### config.mk
export PLATFORM = sky130hd
export DESIGN_NAME = decrement_branch_increment_exec
export DESIGN_NICKNAME = d
export VERILOG_FILES = /design/src/exec_pkg.sv /design/src/decode_if.sv /design/src/instr_decode.sv /design/src/decrement_branch_increment_exec.sv
export SDC_FILE = /design/constraint.sdc
export NUM_CORES = 1
export LEC_CHECK = 0
export ABC_AREA = 1
export BUFFER_PORTS_ARGS = -buffer_cell sky130_fd_sc_hd__buf_2
export CAP_MARGIN = 10
export CORE_MARGIN = 5
export CORE_UTILIZATION = 40
export DETAILED_ROUTE_END_ITERATION = 7
export GPL_TIMING_DRIVEN = 0
export HOLD_SLACK_MARGIN = 0.12
export MAX_ROUTING_LAYER = met4
export REMOVE_ABC_BUFFERS = 1
export SYNTH_ARGS = -nofsm -noshare
export SYNTH_HDL_FRONTEND = slang
export SYNTH_HIERARCHICAL = 1
export SYNTH_SLANG_ARGS = --single-unit
### constraint.sdc
create_clock -name mclk -period 6.8 [get_ports mclk]
set_input_delay 1.7 -clock mclk [delete_from_list [all_inputs] [get_ports mclk]]
set_output_delay 1.7 -clock mclk [all_outputs]
set_load 0.005 [all_outputs]
### src/exec_pkg.sv
// Shared constants and types for the decrement-branch and increment execution block
`default_nettype none
package exec_pkg;

  // ---------------------------------------------------------------
  // Opcode encodings
  // ---------------------------------------------------------------
  localparam logic [4:0] OPC_DBNZ_REG = 5'h1B;   // Top five bits, low three select register
  localparam logic [7:0] OPC_DBNZ_DIR = 8'hD5;   // Followed by address and offset bytes
  localparam logic [7:0] OPC_INC_ACC = 8'h04;    // Accumulator form
  localparam logic [7:0] OPC_INC_DIR = 8'h05;    // Followed by one address byte
  localparam logic [6:0] OPC_INC_IND = 7'h03;    // Low bit picks pointer register
  localparam logic [4:0] OPC_INC_REG = 5'h01;    // Low three bits select register
  localparam logic [7:0] OPC_INC_DP16 = 8'hA3;   // Data pointer increment

  // ---------------------------------------------------------------
  // Instruction lengths and machine cycle counts
  // ---------------------------------------------------------------
  localparam logic [1:0] LEN_1 = 2'h1;
  localparam logic [1:0] LEN_2 = 2'h2;
  localparam logic [1:0] LEN_3 = 2'h3;
  localparam logic [1:0] CYC_1 = 2'h1;
  localparam logic [1:0] CYC_2 = 2'h2;

  // ---------------------------------------------------------------
  // Address map facts
  // ---------------------------------------------------------------
  localparam logic [2:0] BANK_TOP = 3'h0;        // Bank registers live in the lowest 32 bytes
  localparam logic [1:0] PORT_TOP = 2'h2;        // Port latches sit at 80,90,A0,B0
  localparam logic [3:0] PORT_LOW = 4'h0;
  localparam logic [7:0] STATUS_ADDR = 8'hD0;    // Processor status word
  localparam logic [7:0] ONE_BYTE = 8'h01;
  localparam logic [7:0] ZERO_BYTE = 8'h00;
  localparam logic [15:0] ONE_WORD = 16'h0001;

  // ---------------------------------------------------------------
  // Timing
  // ---------------------------------------------------------------
  localparam int unsigned MC_CLKS_DEFAULT = 12;  // Clocks per machine cycle
  localparam int unsigned MC_CLKS_MIN = 6;       // Room for pointer and operand access

  // ---------------------------------------------------------------
  // Enumerations
  // ---------------------------------------------------------------
  typedef enum logic [1:0] {K_DBNZ, K_INC, K_INC_DP16} kind_e;
  typedef enum logic [1:0] {M_ACC, M_REG, M_DIR, M_IND} mode_e;
  typedef enum logic [2:0] {S_IDLE, S_PTR_WAIT, S_READ_WAIT, S_HOLD} state_e;

  // True when a direct address names an output port latch
  function automatic logic is_port_latch(input logic [7:0] a);
    is_port_latch = (a[7:6] == PORT_TOP) && (a[3:0] == PORT_LOW);
  endfunction : is_port_latch

endpackage : exec_pkg
`default_nettype wire

### src/decode_if.sv
// Carrier between the executor and its opcode decoder
`timescale 1ns/1ps
`default_nettype none
interface decode_if;
  import exec_pkg::*;
  logic [7:0] opcode;   // Byte being decoded
  logic valid;          // Opcode belongs to this family
  kind_e kind;          // Operation
  mode_e mode;          // Operand addressing
  logic [2:0] reg_sel;  // Register or pointer number
  logic [1:0] len;      // Bytes in instruction
  logic [1:0] cycles;   // Machine cycles

  modport dec (input opcode, output valid, kind, mode, reg_sel, len, cycles);
  modport exec (output opcode, input valid, kind, mode, reg_sel, len, cycles);
endinterface : decode_if
`default_nettype wire

### src/instr_decode.sv
// Opcode decoder for the decrement-branch and increment family
`timescale 1ns/1ps
`default_nettype none
module instr_decode
(
  // Decode carrier
  decode_if.dec dif
);
  import exec_pkg::*;

  // ---------------------------------------------------------------
  // Pattern match, no overlap between the encodings
  // ---------------------------------------------------------------
  always_comb
  begin
    dif.valid = 1'b0;
    dif.kind = K_INC;
    dif.mode = M_ACC;
    dif.reg_sel = dif.opcode[2:0];
    dif.len = LEN_1;
    dif.cycles = CYC_1;
    if (dif.opcode[7:3] == OPC_DBNZ_REG)
    begin
      // Register decrement-branch, offset byte follows
      dif.valid = 1'b1;
      dif.kind = K_DBNZ;
      dif.mode = M_REG;
      dif.len = LEN_2;
      dif.cycles = CYC_2;
    end
    else if (dif.opcode == OPC_DBNZ_DIR)
    begin
      // Direct decrement-branch, address then offset
      dif.valid = 1'b1;
      dif.kind = K_DBNZ;
      dif.mode = M_DIR;
      dif.len = LEN_3;
      dif.cycles = CYC_2;
    end
    else if (dif.opcode == OPC_INC_ACC)
    begin
      dif.valid = 1'b1;
    end
    else if (dif.opcode == OPC_INC_DIR)
    begin
      dif.valid = 1'b1;
      dif.mode = M_DIR;
      dif.len = LEN_2;
    end
    else if (dif.opcode[7:1] == OPC_INC_IND)
    begin
      // Only two pointer registers exist
      dif.valid = 1'b1;
      dif.mode = M_IND;
      dif.reg_sel = {2'b00, dif.opcode[0]};
    end
    else if (dif.opcode[7:3] == OPC_INC_REG)
    begin
      dif.valid = 1'b1;
      dif.mode = M_REG;
    end
    else if (dif.opcode == OPC_INC_DP16)
    begin
      dif.valid = 1'b1;
      dif.kind = K_INC_DP16;
      dif.cycles = CYC_2;
    end
  end

endmodule : instr_decode
`default_nettype wire

### src/decrement_branch_increment_exec.sv
// Executor for decrement-and-branch, byte increment and data pointer increment
// How it works
// RULE1: Decrement, write back, branch when nonzero
// RULE2: Zero wraps to all ones, branch taken
// RULE3: No status flag is ever touched
// RULE4: Target is next instruction plus signed offset
// RULE5: Decrement-branch operand is register or direct
// RULE6: Port operands read from output latch
// RULE7: Register decrement-branch: 11011rrr, two bytes, two cycles
// RULE8: Direct decrement-branch: D5, three bytes, two cycles
// RULE9: Increment wraps all ones to zero silently
// RULE10: Increment on accumulator, register, direct, indirect
// RULE11: Direct increment: 05, two bytes, one cycle
// RULE12: Data pointer adds one across sixteen bits
// RULE13: Increment encodings 04, 08+r, 06+i
// RULE14: Data pointer increment A3, two cycles
`timescale 1ns/1ps
`default_nettype none
module decrement_branch_increment_exec
#(
  parameter int unsigned MC_CLKS = exec_pkg::MC_CLKS_DEFAULT  // Clocks per machine cycle
)
(
  // Clock and reset
  input wire logic mclk,
  input wire logic rstn,
  // Instruction issue
  input wire logic start,
  input wire logic [7:0] opcode,
  input wire logic [7:0] byte2,
  input wire logic [7:0] byte3,
  input wire logic [15:0] pc_in,
  output logic busy,
  output logic reject,
  output logic done,
  // Core state inputs
  input wire logic [1:0] bank_sel,
  input wire logic [7:0] acc_in,
  input wire logic [15:0] dp16_in,
  // Internal data memory, one clock read latency
  output logic [7:0] mem_addr,
  output logic mem_rd,
  output logic mem_latch,
  output logic mem_wr,
  output logic [7:0] mem_wdata,
  input wire logic [7:0] mem_rdata,
  // Results to the core
  output logic [7:0] acc_out,
  output logic acc_wr,
  output logic [15:0] dp16_out,
  output logic dp16_wr,
  output logic [15:0] pc_out,
  output logic pc_load,
  output logic branch_taken
);
  import exec_pkg::*;

  // ---------------------------------------------------------------
  // Parameters and checks
  // ---------------------------------------------------------------
  localparam int CNT_W = $clog2(MC_CLKS);
  localparam logic [CNT_W-1:0] CLK_LAST = CNT_W'(MC_CLKS - 1);

  // Memory accesses must finish inside the first machine cycle
  if (MC_CLKS < MC_CLKS_MIN)
  begin : g_bad_mc_clks
    $error("MC_CLKS too small for operand access");
  end

  // ---------------------------------------------------------------
  // State
  // ---------------------------------------------------------------
  typedef struct packed {
    state_e st;              // Sequencer state
    kind_e kind;             // Latched operation
    mode_e mode;             // Latched addressing
    logic [1:0] cyc;         // Machine cycles of this instruction
    logic [1:0] len;         // Bytes of this instruction
    logic [1:0] mc_cnt;      // Machine cycles completed
    logic [CNT_W-1:0] clk_cnt;  // Divider within the machine cycle
    logic [7:0] addr;        // Operand address
    logic [7:0] rel;         // Relative offset byte
    logic [15:0] pc;         // Address of the instruction
    logic [7:0] acc;         // Accumulator snapshot
    logic [15:0] dp16;       // Data pointer snapshot
    logic taken;             // Branch decision
    logic [7:0] mem_addr;
    logic mem_rd;
    logic mem_latch;
    logic mem_wr;
    logic [7:0] mem_wdata;
    logic [7:0] acc_out;
    logic acc_wr;
    logic [15:0] dp16_out;
    logic dp16_wr;
    logic [15:0] pc_out;
    logic pc_load;
    logic done;
    logic reject;
  } state_s;

  state_s state_reg;  // Registered state
  state_s state_next; // Next state
  decode_if dif ();   // Decoder carrier
  logic tick;         // Machine cycle enable from the divider
  logic [7:0] operand; // Value being modified
  logic [7:0] result;  // Modified value

  // ---------------------------------------------------------------
  // Decoder
  // ---------------------------------------------------------------
  assign dif.opcode = opcode;

  instr_decode u_decode
  (
    .dif (dif)
  );

  // ---------------------------------------------------------------
  // Next state
  // ---------------------------------------------------------------
  always_comb
  begin
    state_next = state_reg;
    // Strobes last one clock
    state_next.mem_rd = 1'b0;
    state_next.mem_latch = 1'b0;
    state_next.mem_wr = 1'b0;
    state_next.acc_wr = 1'b0;
    state_next.dp16_wr = 1'b0;
    state_next.pc_load = 1'b0;
    state_next.done = 1'b0;
    state_next.reject = 1'b0;
    tick = (state_reg.st != S_IDLE) && (state_reg.clk_cnt == CLK_LAST);
    // Source byte: accumulator snapshot or memory read data
    operand = (state_reg.mode == M_ACC) ? state_reg.acc : mem_rdata;
    // Plain 8-bit arithmetic, carry out discarded, no flag path
    if (state_reg.kind == K_DBNZ)
      result = operand - ONE_BYTE; // RULE1 RULE2 RULE3
    else
      result = operand + ONE_BYTE; // RULE9 RULE3
    // Machine cycle divider runs only while executing
    if (state_reg.st != S_IDLE)
    begin
      state_next.clk_cnt = tick ? '0 : CNT_W'(state_reg.clk_cnt + 1'b1);
      if (tick)
        state_next.mc_cnt = state_reg.mc_cnt + 2'h1;
    end
    unique case (state_reg.st)
      S_IDLE:
      begin
        if (start && !dif.valid)
          state_next.reject = 1'b1;
        else if (start)
        begin
          // Latch everything so the issuer may move on
          state_next.kind = dif.kind;
          state_next.mode = dif.mode;
          state_next.cyc = dif.cycles;    // RULE7 RULE8 RULE11 RULE13 RULE14
          state_next.len = dif.len;
          state_next.pc = pc_in;
          state_next.acc = acc_in;
          state_next.dp16 = dp16_in;
          state_next.taken = 1'b0;
          state_next.clk_cnt = '0;
          state_next.mc_cnt = 2'h0;
          // Offset is always the last byte
          state_next.rel = (dif.len == LEN_3) ? byte3 : byte2; // RULE4
          state_next.st = S_READ_WAIT;
          unique case (dif.mode)
            M_REG:
            begin
              // Bank register read
              state_next.addr = {BANK_TOP, bank_sel, dif.reg_sel}; // RULE5 RULE10
              state_next.mem_addr = {BANK_TOP, bank_sel, dif.reg_sel};
              state_next.mem_rd = 1'b1;
            end
            M_DIR:
            begin
              // Port targets answer from the latch, not the pins
              state_next.addr = byte2; // RULE5
              state_next.mem_addr = byte2;
              state_next.mem_rd = 1'b1;
              state_next.mem_latch = is_port_latch(byte2); // RULE6
            end
            M_IND:
            begin
              // Fetch the pointer register first
              state_next.mem_addr = {BANK_TOP, bank_sel, dif.reg_sel}; // RULE10
              state_next.mem_rd = 1'b1;
              state_next.st = S_PTR_WAIT;
            end
            M_ACC:
            begin
              // Accumulator or data pointer, nothing to read
              state_next.addr = ZERO_BYTE;
            end
          endcase
        end
      end
      S_PTR_WAIT:
      begin
        // Pointer value is the operand address
        if (!state_reg.mem_rd)
        begin
          state_next.addr = mem_rdata; // RULE10
          state_next.mem_addr = mem_rdata;
          state_next.mem_rd = 1'b1;
          state_next.st = S_READ_WAIT;
        end
      end
      S_READ_WAIT:
      begin
        // Data lands a clock after the strobe
        if (!state_reg.mem_rd)
        begin
          state_next.st = S_HOLD;
          if (state_reg.kind == K_INC_DP16)
          begin
            // Carry from low byte runs into high byte
            state_next.dp16_out = state_reg.dp16 + ONE_WORD; // RULE12
            state_next.dp16_wr = 1'b1;
          end
          else if (state_reg.mode == M_ACC)
          begin
            state_next.acc_out = result;
            state_next.acc_wr = 1'b1;
          end
          else
          begin
            // Write back to the same location
            state_next.mem_addr = state_reg.addr; // RULE1 RULE9
            state_next.mem_wdata = result;
            state_next.mem_wr = 1'b1;
          end
          // Branch only on a nonzero result
          state_next.taken = (state_reg.kind == K_DBNZ) && (result != ZERO_BYTE); // RULE1 RULE2
        end
      end
      S_HOLD:
      begin
        // Finish on the last machine cycle boundary
        if (tick && (state_reg.mc_cnt == state_reg.cyc - 2'h1))
        begin
          state_next.st = S_IDLE;
          state_next.done = 1'b1;
          state_next.pc_load = 1'b1;
          // Step past the instruction, then add the signed offset
          state_next.pc_out = state_reg.pc + {14'h0000, state_reg.len} +
            (state_reg.taken ? {{8{state_reg.rel[7]}}, state_reg.rel} : 16'h0000); // RULE4
        end
      end
      default:
      begin
        // Three state bits leave illegal codes
        state_next.st = S_IDLE;
      end
    endcase
  end

  // ---------------------------------------------------------------
  // State register
  // ---------------------------------------------------------------
  always_ff @(posedge mclk)
  begin
    if (!rstn)
      state_reg <= '0;
    else
      state_reg <= state_next;
  end

  // ---------------------------------------------------------------
  // Outputs
  // ---------------------------------------------------------------
  assign busy = (state_reg.st != S_IDLE);
  assign reject = state_reg.reject;
  assign done = state_reg.done;
  assign mem_addr = state_reg.mem_addr;
  assign mem_rd = state_reg.mem_rd;
  assign mem_latch = state_reg.mem_latch;
  assign mem_wr = state_reg.mem_wr;
  assign mem_wdata = state_reg.mem_wdata;
  assign acc_out = state_reg.acc_out;
  assign acc_wr = state_reg.acc_wr;
  assign dp16_out = state_reg.dp16_out;
  assign dp16_wr = state_reg.dp16_wr;
  assign pc_out = state_reg.pc_out;
  assign pc_load = state_reg.pc_load;
  assign branch_taken = state_reg.taken;

  // ---------------------------------------------------------------
  // Checks
  // ---------------------------------------------------------------
  // Clocks since the instruction was taken, for cycle checks only
  logic [15:0] since_start;
  always_ff @(posedge mclk)
  begin
    if (!rstn)
      since_start <= 16'h0000;
    else if (start && !busy)
      since_start <= 16'h0000;
    else
      since_start <= since_start + 16'h0001;
  end

  dbnz_write_a: assert property (@(posedge mclk) disable iff (!rstn) // RULE1
    (state_reg.st == S_READ_WAIT && state_reg.kind == K_DBNZ && state_reg.mode != M_ACC && !mem_rd)
    |=> mem_wr && mem_wdata == $past(mem_rdata) - ONE_BYTE && mem_addr == $past(state_reg.addr))
    else $error("decrement write-back wrong");

  dbnz_wrap_a: assert property (@(posedge mclk) disable iff (!rstn) // RULE2
    (mem_wr && state_reg.kind == K_DBNZ && mem_wdata == 8'hFF) |-> branch_taken)
    else $error("wrap to all ones did not branch");

  branch_target_a: assert property (@(posedge mclk) disable iff (!rstn) // RULE4
    pc_load |-> pc_out == state_reg.pc + {14'h0000, state_reg.len} +
      (branch_taken ? {{8{state_reg.rel[7]}}, state_reg.rel} : 16'h0000))
    else $error("branch target wrong");

  inc_wrap_a: assert property (@(posedge mclk) disable iff (!rstn) // RULE9
    (state_reg.st == S_READ_WAIT && state_reg.kind == K_INC && state_reg.mode != M_ACC && !mem_rd)
    |=> mem_wr && mem_wdata == $past(mem_rdata) + ONE_BYTE && !branch_taken)
    else $error("increment write-back wrong");

  dp16_carry_a: assert property (@(posedge mclk) disable iff (!rstn) // RULE12
    dp16_wr |-> dp16_out == state_reg.dp16 + ONE_WORD)
    else $error("data pointer increment wrong");

  port_latch_a: assert property (@(posedge mclk) disable iff (!rstn) // RULE6
    (mem_rd && state_reg.mode == M_DIR && is_port_latch(mem_addr)) |-> mem_latch)
    else $error("port read not from latch");

  flags_kept_a: assert property (@(posedge mclk) disable iff (!rstn) // RULE3
    (mem_wr && mem_addr == STATUS_ADDR) |-> state_reg.mode == M_DIR)
    else $error("status word written by side effect");

  dbnz_timing_a: assert property (@(posedge mclk) disable iff (!rstn) // RULE7 RULE8 RULE14
    (done && state_reg.cyc == CYC_2) |-> since_start == 16'(2 * MC_CLKS))
    else $error("two-cycle instruction ended off time");

  inc_timing_a: assert property (@(posedge mclk) disable iff (!rstn) // RULE11 RULE13
    (done && state_reg.cyc == CYC_1) |-> since_start == 16'(MC_CLKS))
    else $error("one-cycle instruction ended off time");

  dbnz_mode_a: assert property (@(posedge mclk) disable iff (!rstn) // RULE5
    (busy && state_reg.kind == K_DBNZ) |-> state_reg.mode inside {M_REG, M_DIR})
    else $error("decrement-branch operand mode illegal");

  ind_target_a: assert property (@(posedge mclk) disable iff (!rstn) // RULE10
    (state_reg.st == S_PTR_WAIT && !mem_rd) |=> mem_rd && mem_addr == $past(mem_rdata))
    else $error("indirect operand address wrong");

endmodule : decrement_branch_increment_exec
`default_nettype wire

==> flow_summary.ini <==
[placement]
place_hpwl_um = 14400
gp_congestion = 0.845
io_buffer_count = 142
dp_slack_ns = 1.70

[routing]
dr.pass1.iters = 5
first_iter_violations = 306
remaining_drc_errors = 0
avgViaCountPerCell = 4.85
wirelength_um = 19900
routed-via-count = 6894
wl_per_cell_um = 14.0
final_antenna_net_count = 0

[setup_path]
critPathLaunchType = input port
reg2reg_to = state_reg[67]$_SDFFE_PN0P_
crit_top_cell = nand2_1
max_stage_delay_ns = 0.63
arrival_ns = 4.79
worstPathCellList = buf_2, inv_1, nor2_2, nand2_1, nor2_4, nor2_1, nand3_2, nand2_1, nor2_4, buf_12, inv_1, buf_16, nand2_1, o21ai_0
crit_path_end_kind = flip-flop
path_max_fanout = 33
crit_type = input port to flip-flop
worstPathRequired_ns = 7.06
r2r_slack_ns = 3.41
crit_slowest_cell = nand2_1
r2r-start = state_reg[135]$_SDFFE_PN0P_
worstRegToRegCells = 9

[yosys]
syn_area_per_cell_um2 = 7.23
ys_ff_latch = 136
synth_area_um2 = 7830
ys_types = 48
synth-edff-count = 0
synthCells = 1084
synth_seq_area_share_pct = 34.8
synthFlopType = dfxtp_1
synthArstFlopShare_pct = 0
yosys_warnings = 6

[floorplanning]
dieWidth_um = 150
start_util_pct = 40.4
die_y_um = 150
die-area_um2 = 22500
rows = 51
core-area_um2 = 19400
io_pins = 143

[timing]
whs_ns = 0.465
tightest_slew_ns = 0.887
rsz0062_at_grt = no
clock_skew_ns = 0.00673
fin_crit_sh_pct = 66.6
max_clock_freq_mhz = 221
final_hold_viol_count = 0
fin_ws_ns = 2.27
setup_violations = 0
period_needed_ns = 4.53
slew_viol_final = 0
maxSlewHeadroom_pct = 40.5

[status]
outcome = finished clean

[layout]
final_cell_mix = nand2_1, buf_2, dfxtp_1
diodes = 0
final_common_cell = nand2_1
largest_reg_flops = 72
fin_nets = 1265
synthToLayoutAreaGrowth_pct = 15.0
drive_gt1_share_pct = 20.6

[power_and_ir_drop]
seqPwrFrac_pct = 38.2
leakagePower_nw = 4.28
switching_share_pct = 29.2
intPower_w = 0.00169
irDropWorstVdd_mv = 0.173
p_switching_w = 0.000696
powerDensity_nw_per_um2 = 265
p_clk_share_pct = 43.1
combPwrFrac_pct = 18.7

[clock_tree]
cts_tree = built
hold_buffers = 0
clock_path_buffers = 2
cts_resized = 0
clk_pin_slew_ns = 0.06
postCtsSetupRepairBufs = 0
clk_latency_ns = 0.41
cts_sinks = 136
cts-htree-levels = 4
numCtsBuffers = 17
root_buffer = clkbuf_16

[grt]
track_usage_pct = 18.5
overflow = 0
grt_pass1_wl_um = 32500
grt_pass1_vias = 6581
antenna_found_initial = 0
grt_max_degree = 89

[hold_path]
hold_depth = 2
hold_path_class = flip-flop to flip-flop
holdCritStartpoint = state_reg[91]$_SDFFE_PN0P_
hold_end = state_reg[91]$_SDFFE_PN0P_

[job]
cap_violations = 0
[critical path, delay by kind of cell]
family / cells / cell delay, ns
buffers and inverters: 5 / 1.09
AND/OR/NAND/NOR: 8 / 1.77
AO/OA/AOI/OAI: 1 / 0.19
[through the flow]
step / std cells / util, % / power [W] / TNS [ns] / area (um2)
global placement: 1387 / 42.4 / 0.00136 / -87.71 / 8230
detailed placement: 1392 / 43.1 / 0.00137 / 0 / 8350
global route: 1422 / 46.4 / 0.00251 / 0 / 9000
CTS: 1422 / 46.4 / 0.00240 / 0 / 9000
finish: 1422 / 46.4 / 0.00238 / 0 / 9000
floorplan: 980 / - / 0.00120 / 0 / 7180
[power by group through the flow]
stage / logic [W] / clock network [W] / registers, W
finish: 0.000446 / 0.00103 / 0.000910
global route: 0.000507 / 0.00109 / 0.000920
CTS: 0.000449 / 0.00105 / 0.000909
detailed placement: 0.000445 / 0 / 0.000926
global placement: 0.000433 / 0 / 0.000925
floorplan: 0.000275 / 0 / 0.000921
[cell type report]
class / instances / area (um2)
clock inverters: 11 / 198
well taps: 265 / 332
multi-input cells: 721 / 4020
flip-flops and latches: 136 / 2720
fillers: 2006 / 10400
inverters: 123 / 462
repair buffers: 147 / 823
clock buffers: 19 / 453
[metal layers]
| layer | global-route usage, % | vias up | routed length [um] |
|---|---|---|---|
| li1 | - | 3598 | - |
| met1 | 23.5 | 3096 | 9480 |
| met2 | 30.4 | 173 | 9340 |
| met3 | 3.63 | 27 | 787 |
| met4 | 4.80 | 0 | 313 |
| met5 | - | - | 0 |
[logic make-up (layout without fill, tap and decap cells)]
| family | Yosys count | in the layout | share of synthesized area (%) |
|---|---|---|---|
| flops | 136 | 136 | 34.8 |
| fa+ha+maj | 42 | 42 | 7.00 |
| buf+inv | 227 | 300 | 14.2 |
| simple gates | 418 | 418 | 24.2 |
| xor+xnor | 31 | 31 | 3.47 |
| mux | 2 | 2 | 0.256 |
| compound gates | 228 | 228 | 16.1 |
[synth_stat cells (15+ instances only)]
master    number  share of area (%)
buf_4         62                5.9
ha_1          39                6.2
clkbuf_1      28                1.3
dfxtp_1      136                 35
xor2_1        20                2.2
o21ai_0      107                6.8
a21oi_1       77                4.9
nand3_1       74                4.7
nand2_1      205                9.8
inv_1        111                5.3
nor2_1        77                3.7
nand2_2       15                1.2
[worst max-delay path by stage]
stage	end	depth (start not counted)	startpoint
2_1_floorplan	state_reg[127]$_SDFFE_PN0P_	11	opcode[2]
3_3_place_gp	state_reg[66]$_SDFFE_PN0P_	12	opcode[2]
3_5_place_dp	state_reg[67]$_SDFFE_PN0P_	14	opcode[2]
4_1_cts	state_reg[67]$_SDFFE_PN0P_	14	opcode[2]
5_1_grt	state_reg[67]$_SDFFE_PN0P_	14	opcode[2]
6_report	state_reg[67]$_SDFFE_PN0P_	14	opcode[2]
(Power assumes the default switching activity.)
